===== src/design/dcs_defines.svh =====
// Behaviour
// two-channel switching only when both channel-element bits of the register are set.
// with the switch neutral, the first channel issuing a standard command gets connected.
// connection holds until channel end, then the switch returns to neutral.
// system reset or a set-configuration transfer breaks any channel connection.
// a command from the unconnected channel is answered with control unit busy.
// after the connection breaks, each busied channel gets control unit end; a break by system reset clears the pending ends instead.
// computing element loads the register bit-parallel; the unit loads from that transfer.
// a transfer with correct parity is acknowledged back to the computing element.
// register parity is checked continuously; error raises element check and sense bit 2.
// in states one to three an all-zero source field accepts any element.
// reset gives state bits zero, source bits all ones, channel bits all zeros.
// the register is reset only by power-on reset or system reset.
// states one to three enable both interfaces, disable diagnostics and all manual controls.
// state zero normal/inline enable interfaces, diagnostics, test switch; inline adds micro-diag.
// state zero test position isolates interfaces, ignores external control, enables manual and power.
// over-current or normal power-off raises element check interruption.
// thermal check level sends a pulsed element check and sets sense bit 3.
// state indicators decode state bits 11, 10, 01, 00 as three, two, one, zero.
// a transfer with bad parity gets no acknowledgement.
`ifndef DCS_DEFINES_SVH
`define DCS_DEFINES_SVH
// configuration register layout, odd parity over all nine bits
`define DCS_CCR_W 9
`define DCS_ST_LSB 0
`define DCS_ST_MSB 1
`define DCS_SRC_LSB 2
`define DCS_SRC_MSB 5
`define DCS_CH_LSB 6
`define DCS_CH_MSB 7
`define DCS_PAR_BIT 8
`define DCS_CCR_RST 9'h13c
// sense byte 4 bit positions
`define DCS_SNS_PAR 2
`define DCS_SNS_THM 3
// interrupt event bits
`define DCS_EV_W 6
`define DCS_EV_PAR 0
`define DCS_EV_OVC 1
`define DCS_EV_PWR 2
`define DCS_EV_THM 3
`define DCS_EV_SET_CONFIGURATION_TRANSFER 4
`define DCS_EV_BUSY 5
// register byte offsets
`define DCS_A_CCR 8'h00
`define DCS_A_STS 8'h04
`define DCS_A_MASK 8'h08
`define DCS_A_SNS 8'h0c
`define DCS_A_SW 8'h10
`define DCS_RESP_OK 2'h0
`define DCS_RESP_ERR 2'h2
`endif


===== src/design/dcs_pkg.sv =====
package dcs_pkg;
  // channel switch position
  typedef enum logic [1:0] {SW_NEUTRAL, SW_CH0, SW_CH1} dcs_sw_t;
  // maintenance selector position
  typedef enum logic [1:0] {MT_NORMAL, MT_INLINE, MT_TEST, MT_SPARE} dcs_maint_t;
endpackage : dcs_pkg


===== src/design/dcs_sync2.sv =====
`timescale 1ns/1ns
module dcs_sync2 #(
  parameter int W = 1
) (
  input wire logic ref_clk,
  input wire logic reset,
  input wire logic [W-1:0] asyncIn,
  output logic [W-1:0] syncOut
);
  logic [W-1:0] meta_ff;
  logic [W-1:0] sync_ff;
  // two stages; the first is read only by the second
  always_ff @(posedge ref_clk or posedge reset) begin
    if (reset) begin
      meta_ff <= '0;
      sync_ff <= '0;
    end else begin
      meta_ff <= asyncIn;
      sync_ff <= meta_ff;
    end
  end
  assign syncOut = sync_ff;
endmodule : dcs_sync2


===== src/design/dcs_state_ctl.sv =====
`timescale 1ns/1ns
module dcs_state_ctl (
  input wire logic [1:0] stateBits,
  input wire dcs_pkg::dcs_maint_t maintMode,
  output logic ioIfEn,
  output logic ceIfEn,
  output logic diagEn,
  output logic testSwEn,
  output logic manualEn,
  output logic microDiagEn,
  output logic powerSwEn,
  output logic [3:0] stateInd
);
  import dcs_pkg::*;
  // enable decode per state and selector position
  always_comb begin
    ioIfEn = 1'b1;
    ceIfEn = 1'b1;
    diagEn = 1'b0;
    testSwEn = 1'b0;
    manualEn = 1'b0;
    microDiagEn = 1'b0;
    powerSwEn = 1'b0;
    if (stateBits == 2'h0) begin
      diagEn = 1'b1;
      testSwEn = 1'b1;
      case (maintMode)
        MT_INLINE: begin
          microDiagEn = 1'b1;
        end
        MT_TEST: begin
          ioIfEn = 1'b0;
          ceIfEn = 1'b0;
          manualEn = 1'b1;
          microDiagEn = 1'b1;
          powerSwEn = 1'b1;
        end
        default: begin
          microDiagEn = 1'b0;
        end
      endcase
    end
  end
  // one-hot console lamps, bit n lit in state n
  always_comb begin
    stateInd = 4'h0;
    stateInd[stateBits] = 1'b1;
  end
endmodule : dcs_state_ctl


===== src/design/dcs_ctl.sv =====
`timescale 1ns/1ns
`include "dcs_defines.svh"
module dcs_ctl #(
  parameter int NUM_CE = 4
) (
  input wire logic ref_clk,
  input wire logic reset,
  // computing element side, asynchronous pins
  input wire logic sconStrobe,
  input wire logic [`DCS_CCR_W-1:0] sconData,
  input wire logic [NUM_CE-1:0] sconSrc,
  input wire logic sysResetReq,
  output logic sconAck,
  output logic elcPulse,
  // unit condition pins
  input wire logic overCurrent,
  input wire logic powerOff,
  input wire logic thermalCheck,
  input wire logic [1:0] maintSel,
  // channel side, from the unit's own channel logic
  input wire logic [1:0] chCmd,
  input wire logic chEndStatus,
  output logic [1:0] chConn,
  output logic [1:0] chAccept,
  output logic [1:0] chBusy,
  output logic [1:0] chCuEnd,
  // state control
  output logic ioIfEn,
  output logic ceIfEn,
  output logic diagEn,
  output logic testSwEn,
  output logic manualEn,
  output logic microDiagEn,
  output logic powerSwEn,
  output logic [3:0] stateInd,
  output logic [7:0] senseByte4,
  output logic irq,
  // register bus
  input wire logic [7:0] s_axi_awaddr,
  input wire logic s_axi_awvalid,
  output logic s_axi_awready,
  input wire logic [31:0] s_axi_wdata,
  input wire logic [3:0] s_axi_wstrb,
  input wire logic s_axi_wvalid,
  output logic s_axi_wready,
  output logic [1:0] s_axi_bresp,
  output logic s_axi_bvalid,
  input wire logic s_axi_bready,
  input wire logic [7:0] s_axi_araddr,
  input wire logic s_axi_arvalid,
  output logic s_axi_arready,
  output logic [31:0] s_axi_rdata,
  output logic [1:0] s_axi_rresp,
  output logic s_axi_rvalid,
  input wire logic s_axi_rready
);
  import dcs_pkg::*;

  localparam int SW = `DCS_SRC_MSB - `DCS_SRC_LSB + 1;
  localparam int AW = 3 + `DCS_CCR_W + NUM_CE + 2;

  // the source field has one bit per computing element
  if (NUM_CE != SW) begin : g_bad_ce
    $error("NUM_CE must match the source field width");
  end

  // every asynchronous pin crosses two flip-flops first; channel and register bus pins do not
  logic [AW-1:0] pinSync;
  dcs_sync2 #(.W(AW)) u_sync (
    .ref_clk(ref_clk),
    .reset(reset),
    .asyncIn({sconStrobe, sysResetReq, thermalCheck, sconData, sconSrc, maintSel}),
    .syncOut(pinSync)
  );
  logic sStrobe;
  logic sSysRst;
  logic sThermal;
  logic [`DCS_CCR_W-1:0] sData;
  logic [NUM_CE-1:0] sSrc;
  logic [1:0] sMaint;
  assign {sStrobe, sSysRst, sThermal, sData, sSrc, sMaint} = pinSync;

  // power conditions crossed separately so their rises are visible
  logic [1:0] pwrSync;
  dcs_sync2 #(.W(2)) u_sync_pwr (
    .ref_clk(ref_clk),
    .reset(reset),
    .asyncIn({overCurrent, powerOff}),
    .syncOut(pwrSync)
  );

  logic [`DCS_CCR_W-1:0] ccr_ff, nxt_ccr;
  logic [1:0] stateBits;
  logic [SW-1:0] srcField;
  logic [1:0] chBits;
  assign stateBits = ccr_ff[`DCS_ST_MSB:`DCS_ST_LSB];
  assign srcField = ccr_ff[`DCS_SRC_MSB:`DCS_SRC_LSB];
  assign chBits = ccr_ff[`DCS_CH_MSB:`DCS_CH_LSB];

  dcs_state_ctl u_state (
    .stateBits(stateBits),
    .maintMode(dcs_maint_t'(sMaint)),
    .ioIfEn(ioIfEn),
    .ceIfEn(ceIfEn),
    .diagEn(diagEn),
    .testSwEn(testSwEn),
    .manualEn(manualEn),
    .microDiagEn(microDiagEn),
    .powerSwEn(powerSwEn),
    .stateInd(stateInd)
  );

  // edge detection on synchronised levels
  logic [4:0] prev_ff, nxt_prev;
  logic strobeRise;
  logic sysRstRise;
  logic thermRise;
  logic ovcRise;
  logic pwrRise;
  logic parErr;
  logic parRise;
  assign parErr = ~(^ccr_ff);
  always_comb begin
    nxt_prev = {sStrobe, sSysRst, sThermal, pwrSync[1], pwrSync[0]};
    strobeRise = sStrobe & ~prev_ff[4];
    sysRstRise = sSysRst & ~prev_ff[3];
    thermRise = sThermal & ~prev_ff[2];
    ovcRise = pwrSync[1] & ~prev_ff[1];
    pwrRise = pwrSync[0] & ~prev_ff[0];
  end

  // configuration register load and acknowledge
  logic ack_ff, nxt_ack;
  logic sconLoad;
  logic srcOk;
  logic parPrev_ff;
  always_comb begin
    nxt_ccr = ccr_ff;
    nxt_ack = 1'b0;
    sconLoad = 1'b0;
    // an all-zero source field opens the gate to any element outside state zero
    srcOk = ((stateBits != 2'h0) && (srcField == '0)) || ((sSrc & srcField) != '0);
    if (sysRstRise) begin
      nxt_ccr = `DCS_CCR_RST;
    end else if (strobeRise && ceIfEn && srcOk) begin
      nxt_ccr = sData;
      sconLoad = 1'b1;
      nxt_ack = ^sData;
    end
  end

  always_ff @(posedge ref_clk or posedge reset) begin
    if (reset) begin
      ccr_ff <= `DCS_CCR_RST;
      ack_ff <= 1'b0;
      prev_ff <= 5'h00;
      parPrev_ff <= 1'b0;
    end else begin
      ccr_ff <= nxt_ccr;
      ack_ff <= nxt_ack;
      prev_ff <= nxt_prev;
      parPrev_ff <= parErr;
    end
  end
  assign parRise = parErr & ~parPrev_ff;
  assign sconAck = ack_ff;

  // channel switch
  dcs_sw_t sw_ff, nxt_sw;
  logic [1:0] pend_ff, nxt_pend;
  logic [1:0] busy_ff, nxt_busy;
  logic [1:0] cuEnd_ff, nxt_cuEnd;
  logic [1:0] acc_ff, nxt_acc;
  logic [1:0] cmdOk;
  logic twoMode;
  assign twoMode = &chBits;
  // test position shuts out all channel commands
  assign cmdOk = chCmd & {2{ioIfEn}};
  always_comb begin
    nxt_sw = sw_ff;
    nxt_pend = pend_ff;
    nxt_busy = 2'h0;
    nxt_cuEnd = 2'h0;
    nxt_acc = 2'h0;
    if (!twoMode) begin
      // single-channel use: the enabled channel is always served
      nxt_sw = SW_NEUTRAL;
      nxt_acc = cmdOk & chBits;
    end else begin
      case (sw_ff)
        SW_NEUTRAL: begin
          if (cmdOk[0]) begin
            nxt_sw = SW_CH0;
            nxt_acc[0] = 1'b1;
            if (cmdOk[1]) begin
              nxt_busy[1] = 1'b1;
              nxt_pend[1] = 1'b1;
            end
          end else if (cmdOk[1]) begin
            nxt_sw = SW_CH1;
            nxt_acc[1] = 1'b1;
          end
        end
        SW_CH0: begin
          nxt_acc[0] = cmdOk[0];
          if (cmdOk[1]) begin
            nxt_busy[1] = 1'b1;
            nxt_pend[1] = 1'b1;
          end
          if (chEndStatus) begin
            nxt_sw = SW_NEUTRAL;
          end
        end
        SW_CH1: begin
          nxt_acc[1] = cmdOk[1];
          if (cmdOk[0]) begin
            nxt_busy[0] = 1'b1;
            nxt_pend[0] = 1'b1;
          end
          if (chEndStatus) begin
            nxt_sw = SW_NEUTRAL;
          end
        end
        default: begin
          nxt_sw = SW_NEUTRAL;
        end
      endcase
    end
    if (sconLoad) begin
      nxt_sw = SW_NEUTRAL;
    end
    // busied channels are told once the connection is gone
    if (nxt_sw == SW_NEUTRAL && sw_ff != SW_NEUTRAL) begin
      nxt_cuEnd = nxt_pend;
      nxt_pend = 2'h0;
    end
    if (sysRstRise) begin
      nxt_sw = SW_NEUTRAL;
      nxt_pend = 2'h0;
      nxt_cuEnd = 2'h0;
      nxt_busy = 2'h0;
      nxt_acc = 2'h0;
    end
  end

  always_ff @(posedge ref_clk or posedge reset) begin
    if (reset) begin
      sw_ff <= SW_NEUTRAL;
      pend_ff <= 2'h0;
      busy_ff <= 2'h0;
      cuEnd_ff <= 2'h0;
      acc_ff <= 2'h0;
    end else begin
      sw_ff <= nxt_sw;
      pend_ff <= nxt_pend;
      busy_ff <= nxt_busy;
      cuEnd_ff <= nxt_cuEnd;
      acc_ff <= nxt_acc;
    end
  end
  assign chConn = {sw_ff == SW_CH1, sw_ff == SW_CH0};
  assign chBusy = busy_ff;
  assign chCuEnd = cuEnd_ff;
  assign chAccept = acc_ff;

  // element check, sense byte, interrupt status
  logic elc_ff, nxt_elc;
  logic [7:0] sns_ff, nxt_sns;
  logic [`DCS_EV_W-1:0] sts_ff, nxt_sts;
  logic [`DCS_EV_W-1:0] mask_ff, nxt_mask;
  logic [`DCS_EV_W-1:0] ev;
  logic clrSts;
  logic clrSns;
  logic maskWr;
  logic [31:0] maskData;
  always_comb begin
    ev = '0;
    ev[`DCS_EV_PAR] = parRise;
    ev[`DCS_EV_OVC] = ovcRise;
    ev[`DCS_EV_PWR] = pwrRise;
    ev[`DCS_EV_THM] = thermRise;
    ev[`DCS_EV_SET_CONFIGURATION_TRANSFER] = sconLoad;
    ev[`DCS_EV_BUSY] = |nxt_busy;
    nxt_elc = parRise | ovcRise | pwrRise | thermRise;
    // a set in the same cycle as a read-clear wins
    nxt_sns = clrSns ? 8'h00 : sns_ff;
    nxt_sns[`DCS_SNS_PAR] = nxt_sns[`DCS_SNS_PAR] | parErr;
    nxt_sns[`DCS_SNS_THM] = nxt_sns[`DCS_SNS_THM] | thermRise;
    nxt_sts = (clrSts ? '0 : sts_ff) | ev;
    nxt_mask = maskWr ? maskData[`DCS_EV_W-1:0] : mask_ff;
  end

  always_ff @(posedge ref_clk or posedge reset) begin
    if (reset) begin
      elc_ff <= 1'b0;
      sns_ff <= 8'h00;
      sts_ff <= '0;
      mask_ff <= '0;
    end else begin
      elc_ff <= nxt_elc;
      sns_ff <= nxt_sns;
      sts_ff <= nxt_sts;
      mask_ff <= nxt_mask;
    end
  end
  assign elcPulse = elc_ff;
  assign senseByte4 = sns_ff;
  assign irq = |(sts_ff & mask_ff);

  // write channel: address and data taken in either order
  logic awHave_ff, nxt_awHave;
  logic wHave_ff, nxt_wHave;
  logic [7:0] awAddr_ff, nxt_awAddr;
  logic [31:0] wData_ff, nxt_wData;
  logic wLane0_ff, nxt_wLane0;
  logic bValid_ff, nxt_bValid;
  logic [1:0] bResp_ff, nxt_bResp;
  logic wrMapped;
  assign s_axi_awready = ~awHave_ff & ~bValid_ff;
  assign s_axi_wready = ~wHave_ff & ~bValid_ff;
  always_comb begin
    nxt_awHave = awHave_ff;
    nxt_wHave = wHave_ff;
    nxt_awAddr = awAddr_ff;
    nxt_wData = wData_ff;
    nxt_wLane0 = wLane0_ff;
    nxt_bValid = bValid_ff;
    nxt_bResp = bResp_ff;
    maskWr = 1'b0;
    maskData = wData_ff;
    wrMapped = (awAddr_ff[1:0] == 2'h0) && (awAddr_ff <= `DCS_A_SW);
    if (s_axi_awvalid && s_axi_awready) begin
      nxt_awHave = 1'b1;
      nxt_awAddr = s_axi_awaddr;
    end
    if (s_axi_wvalid && s_axi_wready) begin
      nxt_wHave = 1'b1;
      nxt_wData = s_axi_wdata;
      nxt_wLane0 = s_axi_wstrb[0];
    end
    if (awHave_ff && wHave_ff) begin
      // only the mask is writable; other mapped words ignore writes
      maskWr = (awAddr_ff == `DCS_A_MASK) && wLane0_ff;
      nxt_awHave = 1'b0;
      nxt_wHave = 1'b0;
      nxt_bValid = 1'b1;
      nxt_bResp = wrMapped ? `DCS_RESP_OK : `DCS_RESP_ERR;
    end
    if (bValid_ff && s_axi_bready) begin
      nxt_bValid = 1'b0;
    end
  end

  always_ff @(posedge ref_clk or posedge reset) begin
    if (reset) begin
      awHave_ff <= 1'b0;
      wHave_ff <= 1'b0;
      awAddr_ff <= 8'h00;
      wData_ff <= 32'h0000_0000;
      wLane0_ff <= 1'b0;
      bValid_ff <= 1'b0;
      bResp_ff <= 2'h0;
    end else begin
      awHave_ff <= nxt_awHave;
      wHave_ff <= nxt_wHave;
      awAddr_ff <= nxt_awAddr;
      wData_ff <= nxt_wData;
      wLane0_ff <= nxt_wLane0;
      bValid_ff <= nxt_bValid;
      bResp_ff <= nxt_bResp;
    end
  end
  assign s_axi_bvalid = bValid_ff;
  assign s_axi_bresp = bResp_ff;

  // read channel: data registered at the address handshake
  logic rValid_ff, nxt_rValid;
  logic [31:0] rData_ff, nxt_rData;
  logic [1:0] rResp_ff, nxt_rResp;
  logic arTake;
  assign s_axi_arready = ~rValid_ff;
  assign arTake = s_axi_arvalid & ~rValid_ff;
  always_comb begin
    nxt_rValid = rValid_ff;
    nxt_rData = rData_ff;
    nxt_rResp = rResp_ff;
    clrSts = 1'b0;
    clrSns = 1'b0;
    if (arTake) begin
      nxt_rValid = 1'b1;
      nxt_rResp = `DCS_RESP_OK;
      nxt_rData = 32'h0000_0000;
      case (s_axi_araddr)
        `DCS_A_CCR: nxt_rData[`DCS_CCR_W-1:0] = ccr_ff;
        `DCS_A_STS: begin
          nxt_rData[`DCS_EV_W-1:0] = sts_ff;
          clrSts = 1'b1;
        end
        `DCS_A_MASK: nxt_rData[`DCS_EV_W-1:0] = mask_ff;
        `DCS_A_SNS: begin
          nxt_rData[7:0] = sns_ff;
          clrSns = 1'b1;
        end
        `DCS_A_SW: nxt_rData[5:0] = {pend_ff, twoMode, parErr, chConn};
        default: nxt_rResp = `DCS_RESP_ERR;
      endcase
    end else if (rValid_ff && s_axi_rready) begin
      nxt_rValid = 1'b0;
    end
  end

  always_ff @(posedge ref_clk or posedge reset) begin
    if (reset) begin
      rValid_ff <= 1'b0;
      rData_ff <= 32'h0000_0000;
      rResp_ff <= 2'h0;
    end else begin
      rValid_ff <= nxt_rValid;
      rData_ff <= nxt_rData;
      rResp_ff <= nxt_rResp;
    end
  end
  assign s_axi_rvalid = rValid_ff;
  assign s_axi_rdata = rData_ff;
  assign s_axi_rresp = rResp_ff;
endmodule : dcs_ctl


===== config.mk =====
export PLATFORM = sky130hd
export DESIGN_NAME = dcs_ctl
export DESIGN_NICKNAME = d
export VERILOG_FILES = /design/src/design/dcs_pkg.sv /design/src/design/dcs_sync2.sv /design/src/design/dcs_state_ctl.sv /design/src/design/dcs_ctl.sv
export VERILOG_INCLUDE_DIRS = /design/src /design/src/design
export SDC_FILE = /design/constraint.sdc
export NUM_CORES = 1
export LEC_CHECK = 0
export BUFFER_PORTS_ARGS = -buffer_cell sky130_fd_sc_hd__buf_2
export CAP_MARGIN = 30
export CORE_ASPECT_RATIO = 0.75
export CORE_MARGIN = 2
export CORE_UTILIZATION = 52
export CTS_BUF_LIST = sky130_fd_sc_hd__clkbuf_4 sky130_fd_sc_hd__clkbuf_8
export DETAILED_ROUTE_END_ITERATION = 10
export HOLD_SLACK_MARGIN = 0.02
export PLACE_DENSITY = 0.82
export REMOVE_ABC_BUFFERS = 1
export SETUP_SLACK_MARGIN = 0.05
export SLEW_MARGIN = 20
export SYNTH_ARGS = -nofsm -noshare
export SYNTH_HDL_FRONTEND = slang
export SYNTH_SLANG_ARGS = --single-unit

===== constraint.sdc =====
create_clock -name ref_clk -period 3.92 [get_ports ref_clk]
set_clock_uncertainty 0.1 [all_clocks]
set_input_delay 0.392 -clock ref_clk [delete_from_list [all_inputs] [get_ports ref_clk]]
set_output_delay 0.392 -clock ref_clk [all_outputs]
set_load 0.05 [all_outputs]

==> flow_summary.yaml, run 1 <==
pwr:
  p_per_area_mw_per_mm2: 516
  peakVddDrop_uv: 357
  p_leak_nw: 2.71
critical_path:
  critPathRequiredTime_ns: 4.10
  worstReg2RegStart: "ccr_ff[0]"
  crit_arrival_ns: 2.63
  crit_start: "ccr_ff[0]"
  rrSetupSlack_ns: 1.47
  critPathCapture: "chCuEnd[1]"
  rr_worst_depth: 7
  r2r-end: "chCuEnd[1]"
  worst_setup_path_start_kind: "flip-flop"
  endpoint_kind: "flip-flop"
  critPathKind: "reg -> reg"
  critPathMaxFanout: 8
drt:
  wire_per_inst_microns: 13.7
  vias_per_cell: 4.98
  drtIter0Drc: 136
  drt-pass1-iter-count: 4
  drt-total-wl_microns: 8010
  vias: 2914
  drc: 0
  drtAntennaViolNets: 0
place:
  port_buffers: 92
  routabilityCongestion: 0.891
  placed_area_sq_mm: 0.00506
  dp.cells: 548
  dp_hpwl_microns: 6000
final_layout:
  num_antenna_cells: 0
  area_growth_pct: 18.8
  finish.net_count: 566
  fin_cells: 585
  drive_above_1_share_pct: 30.8
  design_area_sq_mm: 0.00547
  post-route-util_pct: 64.2
clocking:
  worst_skew_pair.late_latency_ns: 0.37
  cts_sinks: 111
  post_cts_buffers: 0
  htree_num_levels: 3
  clockBufferDepth: 2
  path_clk_slew_ns: 0.11
  cts_resized: 0
  cts_tree: "built"
  cts_made_buffers: 9
  root_buffer: "clkbuf_8"
die:
  rows: 29
  die_y_microns: 85.5
  start_util_pct: 54.0
  pin_count: 153
  die_w_microns: 113
  core-area_sq_mm: 0.00853
  dieArea_sq_mm: 0.00964
logic_synthesis:
  ys_seq_elements: 111
  synth_edf_count: 0
  post_synth_instance_area_sq_mm: 0.00461
  synth_area_leaders: "dfrtp_1, buf_4, mux2_2, ha_1, dfstp_2"
  ys.flop_type: "dfrtp_1"
  synth_common_cells: "dfrtp_1, buf_4, nor2_1"
  syn_avg_cell_area_sq_um: 12.8
  synth_top_area_share_pct: 57.6
  async_flop_share_pct: 100
  yosysMostFrequentCell: "dfrtp_1"
  seq_area_frac_synth_pct: 60.4
  synth_top_area_cell: "dfrtp_1"
  synthesis.instances: 359
  synth_cell_types: 51
  yosys_warnings: 0
sta:
  whs_ns: 0.0871
  hold_viol_final: 0
  tns_ns: 0
  worstMarginPinSlew_ns: 0.582
  rsz0062_at_grt: "no"
  fmax_mhz: 407
  maxSlewHeadroom_pct: 61.1
  slew_violations: 0
  final-setup-viol-count: 0
  fin_crit_ns: 2.45
  finalCritPeriodShare_pct: 62.6
grt:
  grt_max_degree: 62
  grt.total_usage_pct: 17.5
  grt_pass1_vias: 2751
  gr-total-overflow: 0
  antenna_found_initial: 0
  grt_pass1_wl_microns: 13200
flow_run:
  cap_viol_max_count: 0
min_path:
  hp-class: "in -> reg"
  hold_start: "s_axi_bready"
outcome:
  status: "finished clean"
==> routing by layer <==
metal	GRT usage [%]	part of all wire (%)	routed length (microns)
met1	25.4	47	3800
met2	26.3	45	3610
met3	4.24	6.5	517
met4	5.65	1.1	85
met5	0	0	0
==> layout make-up <==
cell class | count | area [sq um]
repair buffers | 115 | 706
inverters | 15 | 58.8
fillers | 672 | 3050
clock inverters | 7 | 82.6
clock buffers | 9 | 124
flip-flops and latches | 111 | 2780
well taps | 108 | 135
multi-input cells | 220 | 1580
==> sequential cells by signal (all words and copies together), names as in the netlist, 2 cells and up <==
signal	count
prev_ff	5
sts_ff	6
pend_ff	2
awAddr_ff	8
chAccept	2
maskData	6
sw_ff	2
u_sync.meta_ff	18
chCuEnd	2
senseByte4	2
s_axi_rdata	9
u_sync_pwr.syncOut	2
mask_ff	6
u_sync.syncOut	18
ccr_ff	9
chBusy	2
u_sync_pwr.meta_ff	2
==> how the worst min path moves through the flow <==
stage                    endpoint  cells after the start
2_1_floorplan   u_sync.syncOut[0]                      0
3_3_place_gp    u_sync.syncOut[1]                      0
3_5_place_dp   u_sync.syncOut[15]                      0
4_1_cts              s_axi_bvalid                      2
5_1_grt              s_axi_bvalid                      2
6_report             s_axi_bvalid                      2
==> metrics by stage <==
step                      total power [mW]  setup WS [ns]
after global routing                  2.98           1.22
after floorplan                       1.99         -0.220
after detailed placement              2.17           1.49
after global placement                2.14           1.57
after CTS                             2.85           1.45
final                                 2.82           1.47
==> cells in the final DEF (no fill, tap or decap), types with 2 or more instances in the layout <==
master / count
nor2b_1: 13
dfstp_2: 5
a31oi_1: 4
inv_8: 4
nand2_1: 10
nand2b_1: 2
xor2_1: 2
nor2_1: 24
xnor2_1: 10
mux4_2: 2
dlygate4sd3_1: 21
dfrtp_1: 106
a21oi_1: 12
a221o_1: 3
nand3_1: 4
conb_1: 31
a21o_1: 9
mux2i_1: 5
and2_1: 3
a2111oi_0: 2
buf_2: 92
and3_1: 3
ha_1: 12
mux2_2: 21
o21ai_0: 6
a22oi_1: 5
clkinv_8: 2
nor4b_1: 2
nor3b_1: 2
clkbuf_8: 9
nor3_1: 5
a22o_1: 8
inv_1: 14
==> worst max-delay path: stages, from the launching register on <==
cell and delay [ns]:
dfrtp_1 0.45, inv_1 0.09, ha_1 0.28, nand2_1 0.25, and3b_1 0.25, nand3_1 0.26
a31oi_1 0.37, nor3b_1 0.30
==> where the power goes <==
group | leakage (nW) | total [mW] | switching, mW | internal [mW]
Clock | 0.107 | 0.668 | 0.410 | 0.258
Sequential | 1.33 | 1.41 | 0.100 | 1.31
Combinational | 1.27 | 0.745 | 0.478 | 0.267
Total | 2.71 | 2.82 | 0.988 | 1.84
==> kinds of logic (layout without fill, tap and decap cells) <==
| kind of cell | after synthesis | in the layout | synth area share [%] |
|---|---|---|---|
| DFF | 111 | 111 | 60.4 |
| and+or+nand+nor | 80 | 80 | 10.2 |
| xor gates and xnor gates | 12 | 12 | 2.28 |
| AOI/OAI and AO/OA | 57 | 57 | 8.88 |
| buffers and inverters | 58 | 146 | 7.63 |
| other | 1 | 31 | 0.0814 |
| muxes | 28 | 28 | 7.20 |
| adders and majority gates | 12 | 12 | 3.26 |
==> what timing repair did <==
action | CTS | global route
endpoints found under the setup margin | 0 | 0
hold endpoints to repair | 50 | 0
hold buffers | 21 | 0
(Power assumes the default switching activity.)
==> run 2: changes to the inputs <==
- CORE_UTILIZATION: 52 -> 47
- PLACE_DENSITY: 0.82 -> 0.78
- clock period: 3.92 -> 2.21 ns (I/O delays scaled with it)
==> flow_summary.yaml, run 2 (same netlist as run 1, synthesis figures left out) <==
grt:
  gr-total-overflow: 0
  grt.total_usage_pct: 18.1
  grt_max_degree: 46
  met3_usage_pct: 3.81
  grt_pass1_vias: 3095
  antenna_found_initial: 0
  use_met1_pct: 25.1
  grt_pass1_wl_microns: 15200
  grt_util_met2_pct: 29.1
  grt.busiest_layer: "met2"
critical_path:
  rr_worst_depth: 7
  worstReg2RegStart: "ccr_ff[2]"
  critPathKind: "reg -> reg"
  crit_arrival_ns: 2.21
  worst_setup_path_start_kind: "flip-flop"
  critPathRequiredTime_ns: 2.35
  crit_start: "ccr_ff[2]"
  critPathMaxFanout: 2
  endpoint_kind: "flip-flop"
pwr:
  p_per_area_mw_per_mm2: 880
  power.total_mw: 5.09
  p_leak_nw: 2.84
  peakVddDrop_uv: 372
final_layout:
  finish.net_count: 598
  layout_commonest_cell: "dfrtp_1"
  area_growth_pct: 25.5
  fin_cells: 640
  nFillCells: 763
  final_cell_mix: "dfrtp_1, buf_2, dlygate4sd3_1"
  drive_above_1_share_pct: 32.3
  post-route-util_pct: 60.4
  num_antenna_cells: 0
drt:
  drt-pass1-iter-count: 4
  vias: 3078
  vias_per_cell: 4.81
  drtAntennaViolNets: 0
  drc: 0
  wire_per_inst_microns: 14.1
  drtIter0Drc: 165
  drt-total-wl_microns: 9010
sta:
  finalCritPeriodShare_pct: 93.6
  fmax_mhz: 483
  hold_viol_final: 0
  final-setup-viol-count: 0
  fin_crit_ns: 2.07
  slew_violations: 0
  worstMarginPinSlew_ns: 0.640
  maxSlewHeadroom_pct: 56.8
  rsz0062_at_grt: "no"
clocking:
  cts_tree: "built"
  cts_sinks: 111
  root_buffer: "clkbuf_8"
  cts_made_buffers: 9
  worst_skew_pair.late_latency_ns: 0.37
  clockBufferDepth: 2
  path_clk_slew_ns: 0.10
  htree_num_levels: 3
min_path:
  hold_start: "chCmd[0]"
  hp-class: "in -> reg"
  hold_path_depth: 3
flow_run:
  cap_viol_max_count: 0
place:
  dp.cells: 584
  port_buffers: 92
  routabilityCongestion: 0.891
  dp_hpwl_microns: 6720
die:
  dieArea_sq_mm: 0.0106
  die_y_microns: 89.7
  rows: 31
  core-area_sq_mm: 0.00958
  start_util_pct: 48.1
  die_w_microns: 118
  pin_count: 153
outcome:
  status: "finished clean"
[run 2: layer usage]
layer / part of all wire [%] / routed length (microns) / vias to the layer above
li1: - / - / 1458
met3: 4.9 / 438 / 12
met2: 48 / 4340 / 99
met1: 46 / 4110 / 1509
met5: 0 / 0 / -
met4: 1.2 / 112 / 0
[run 2: worst max-delay path, cell delays in order, from the launching register on]
cell     delay, ns
dfstp_2       0.55
inv_1         0.07
ha_4          0.24
xnor2_2       0.14
xnor2_2       0.14
xnor2_1       0.13
nor2b_1       0.16
or4_1         0.40
[run 2: worst paths after layout]
check	end	slack [ns]
worst max-delay path	elcPulse	0.14
worst min-delay path	chAccept[0]	0.10
worst max register to register	elcPulse	0.14
worst min register to register	u_sync.syncOut[1]	0.26
max in group asynchronous	ccr_ff[4]	0.96
min in group asynchronous	awAddr_ff[1]	0.34
[run 2: report_power, final]
group	switching (mW)	internal (mW)	total (mW)	leakage, nW
clock	0.688	0.435	1.12	0.0954
combinational	0.906	0.556	1.46	1.41
sequential	0.176	2.33	2.50	1.33
total	1.77	3.32	5.09	2.84
[run 2: what timing repair did]
item                                    CTS  global route
pin swaps                                 1             1
gates resized for setup                   2             2
setup buffers                             2             0
hold endpoints to repair                 77             0
gates cloned                              0             0
endpoints found under the setup margin    2             2
hold buffers                             39             0
[run 2: metrics by stage]
step           setup TNS [ns]  cell area [sq um]  hold WS (ns)  setup WS, ns
6_report                    0               5780         0.105         0.142
5_1_grt                     0               5780         0.115        0.0511
4_1_cts                     0               5760        0.0853        0.0673
3_5_place_dp                0               5160         0.212        0.0699
3_3_place_gp                0               5160         0.206         0.133
2_1_floorplan         -151.61               4420         0.152         -1.76
[run 2: area by class of cell]
class / count / area (sq um) / share of cell area, %
Clock inverter: 6 / 62.6 / 1.08
Sequential cell: 111 / 2780 / 48.1
Inverter: 15 / 58.8 / 1.02
Multi-Input combinational cell: 220 / 1620 / 28.0
Clock buffer: 9 / 124 / 2.14
Timing Repair Buffer: 147 / 971 / 16.8
Tap cell: 132 / 165 / 2.86
==> run 3: changes to the inputs <==
- PLACE_DENSITY: 0.78 -> 0.75
- RECOVER_POWER: default -> 25
- SYNTH_HIERARCHICAL: default -> 1
==> flow_summary.yaml, run 3 <==
flow_run:
  cap_viol_max_count: 0
sta:
  rsz0062_at_grt: "yes"
  maxSlewHeadroom_pct: 46.0
  finalCritPeriodShare_pct: 93.9
  worstMarginPinSlew_ns: 0.810
  final-setup-viol-count: 0
  hold_viol_final: 0
  fin_crit_ns: 2.08
  slew_violations: 0
  fmax_mhz: 482
critical_path:
  worst_setup_path_start_kind: "flip-flop"
  crit_path_top_delay_cell: "dfrtp_1"
  critPathRequiredTime_ns: 2.36
  endpoint_kind: "flip-flop"
  slowest_delay_ns: 0.44
  crit_arrival_ns: 2.22
  critPathKind: "reg -> reg"
  critPathMaxFanout: 4
  rrSetupSlack_ns: 0.13
  path_cells: "inv_1 > ha_1 > xnor3_1 > xnor2_1 > nor2b_1 > or4_1"
clocking:
  cts_tree: "built"
  path_clk_slew_ns: 0.12
  worst_skew_pair.late_latency_ns: 0.37
  htree_num_levels: 3
  clockBufferDepth: 2
  root_buffer: "clkbuf_8"
  cts_made_buffers: 9
  cts_sinks: 111
die:
  start_util_pct: 48.3
  core-area_sq_mm: 0.00962
  pin_count: 153
  dieArea_sq_mm: 0.0107
  rows: 31
  die_y_microns: 90.1
  die_w_microns: 119
place:
  routabilityCongestion: 0.805
  port_buffers: 92
  placed_area_sq_mm: 0.00519
  dp_hpwl_microns: 6560
drt:
  drt-total-wl_microns: 8740
  vias_per_cell: 4.81
  wire_per_inst_microns: 13.6
  drtAntennaViolNets: 0
  drt-pass1-iter-count: 4
  drc: 0
  drtIter0Drc: 225
  vias: 3091
pwr:
  switching_power_mw: 1.84
  seqPwrFrac_pct: 48.2
  combinationalPowerShare_pct: 28.0
  p_per_area_mw_per_mm2: 895
  p_leak_nw: 2.85
  p_sw_share_pct: 35.4
  peakVddDrop_uv: 384
  internal_power_mw: 3.36
  power_frac_clock_pct: 23.9
logic_synthesis:
  synth_area_leaders: "dfrtp_1, buf_4, mux2_2, dfstp_2, ha_1"
  syn_avg_cell_area_sq_um: 12.8
  synthesis.instances: 363
  synth_common_cells: "dfrtp_1, buf_4, mux2_2"
  async_flop_share_pct: 100
  yosys_warnings: 6
  ys_seq_elements: 111
  synth_edf_count: 0
  synth_top_area_cell: "dfrtp_1"
  yosysMostFrequentCell: "dfrtp_1"
  seq_area_frac_synth_pct: 60.0
  post_synth_instance_area_sq_mm: 0.00464
  ys.flop_type: "dfrtp_1"
  synth_top_area_share_pct: 57.1
  synth_cell_types: 58
grt:
  antenna_found_initial: 0
  grt_max_degree: 47
  grt_pass1_wl_microns: 15100
  grt_pass1_vias: 3173
  grt.total_usage_pct: 17.6
  gr-total-overflow: 0
final_layout:
  register_area_sq_mm: 0.00278
  layout_commonest_cell: "dfrtp_1"
  finish.net_count: 596
  num_antenna_cells: 0
  design_area_sq_mm: 0.00581
  area_growth_pct: 25.2
  final_cell_mix: "dfrtp_1, buf_2, dlygate4sd3_1"
  multiInputGateArea_sq_mm: 0.00162
  drive_above_1_share_pct: 32.9
  post-route-util_pct: 60.4
  nFillCells: 771
min_path:
  hp-class: "in -> reg"
outcome:
  status: "finished clean"
## run 3: changes by cell type after synthesis, sizes merged, moves of 6 or more
| cell | delta |
|---|---|
| nor2 | -7 |
| a21oi | -6 |
| a2bb2oi | +6 |
| nand2 | +6 |
## run 3: cell type report
| type | count | area share, % |
|---|---|---|
| clock buffers | 9 | 2.13 |
| inverters | 16 | 1.03 |
| repair buffers | 145 | 16.6 |
| clock inverters | 7 | 1.64 |
| flip-flops and latches | 111 | 47.9 |
| well taps | 132 | 2.84 |
| multi-input cells | 222 | 27.9 |
## run 3: power by group through the flow
stage	clock, mW	sequential (mW)	combinational, mW
global route	1.36	2.54	1.56
CTS	1.28	2.51	1.46
floorplan	0	2.63	0.921
finish	1.24	2.50	1.46
global placement	0	2.53	1.37
detailed placement	0	2.55	1.40
## run 3: timing repair
item	in CTS	in global routing
hold buffers	39	0
gates resized for setup	0	3
setup buffers	0	1
endpoints found under the setup margin	0	10
hold endpoints to repair	98	0
## run 3: metrics by stage
step           instances  hold slack, ns  setup TNS, ns  total power, mW  setup slack [ns]
3_5_place_dp         586          0.0390              0             3.95             0.107
2_1_floorplan        349          -0.113          -7.36             3.55            -0.822
5_1_grt              642          0.0752              0             5.47            0.0376
3_3_place_gp         586          0.0330              0             3.89             0.108
6_report             642          0.0743              0             5.20             0.134
4_1_cts              641          0.0602              0             5.24            0.0707
## run 3: kinds of logic (layout without fill, tap and decap cells)
kind of cell	count (synthesis)	in the layout	synth area share, %
compound gates	61	61	9.65
fa+ha+maj	9	9	2.43
buf+inv	60	177	7.73
xor+xnor	10	10	2.48
other cells	1	31	0.0808
mux	28	28	7.19
flops	111	111	60.0
simple gates	83	83	10.5
## run 3: worst paths after layout
path,endpoint,from,cells past startpoint
min reg2reg,u_sync/syncOut[14],u_sync/meta_ff[14],0
max in group asynchronous,u_sync/syncOut[0],reset,4
max,elcPulse,ccr_ff[0],6
min,s_axi_rdata[1],s_axi_araddr[7],3
min in group asynchronous,u_sync_pwr/syncOut[0],reset,3
max reg2reg,elcPulse,ccr_ff[0],6
## run 3: per-layer routing
metal  vias to the layer above  part of all wire, %  wire length [microns]  track usage, %
met4                         0                 0.88                     77            4.46
met2                       112                   47                   4140            28.4
met3                         9                  6.4                    560            4.44
met1                      1490                   45                   3970            23.8
met5                         -                    0                      0               0
li1                       1480                    -                      -               -
## run 3: critical path, delay by kind of cell (launching register included)
family | cells | cell delay [ns]
simple gates | 2 | 0.54
xor+xnor | 2 | 0.49
flops | 1 | 0.44
fa+ha+maj | 1 | 0.31
buf+inv | 1 | 0.06
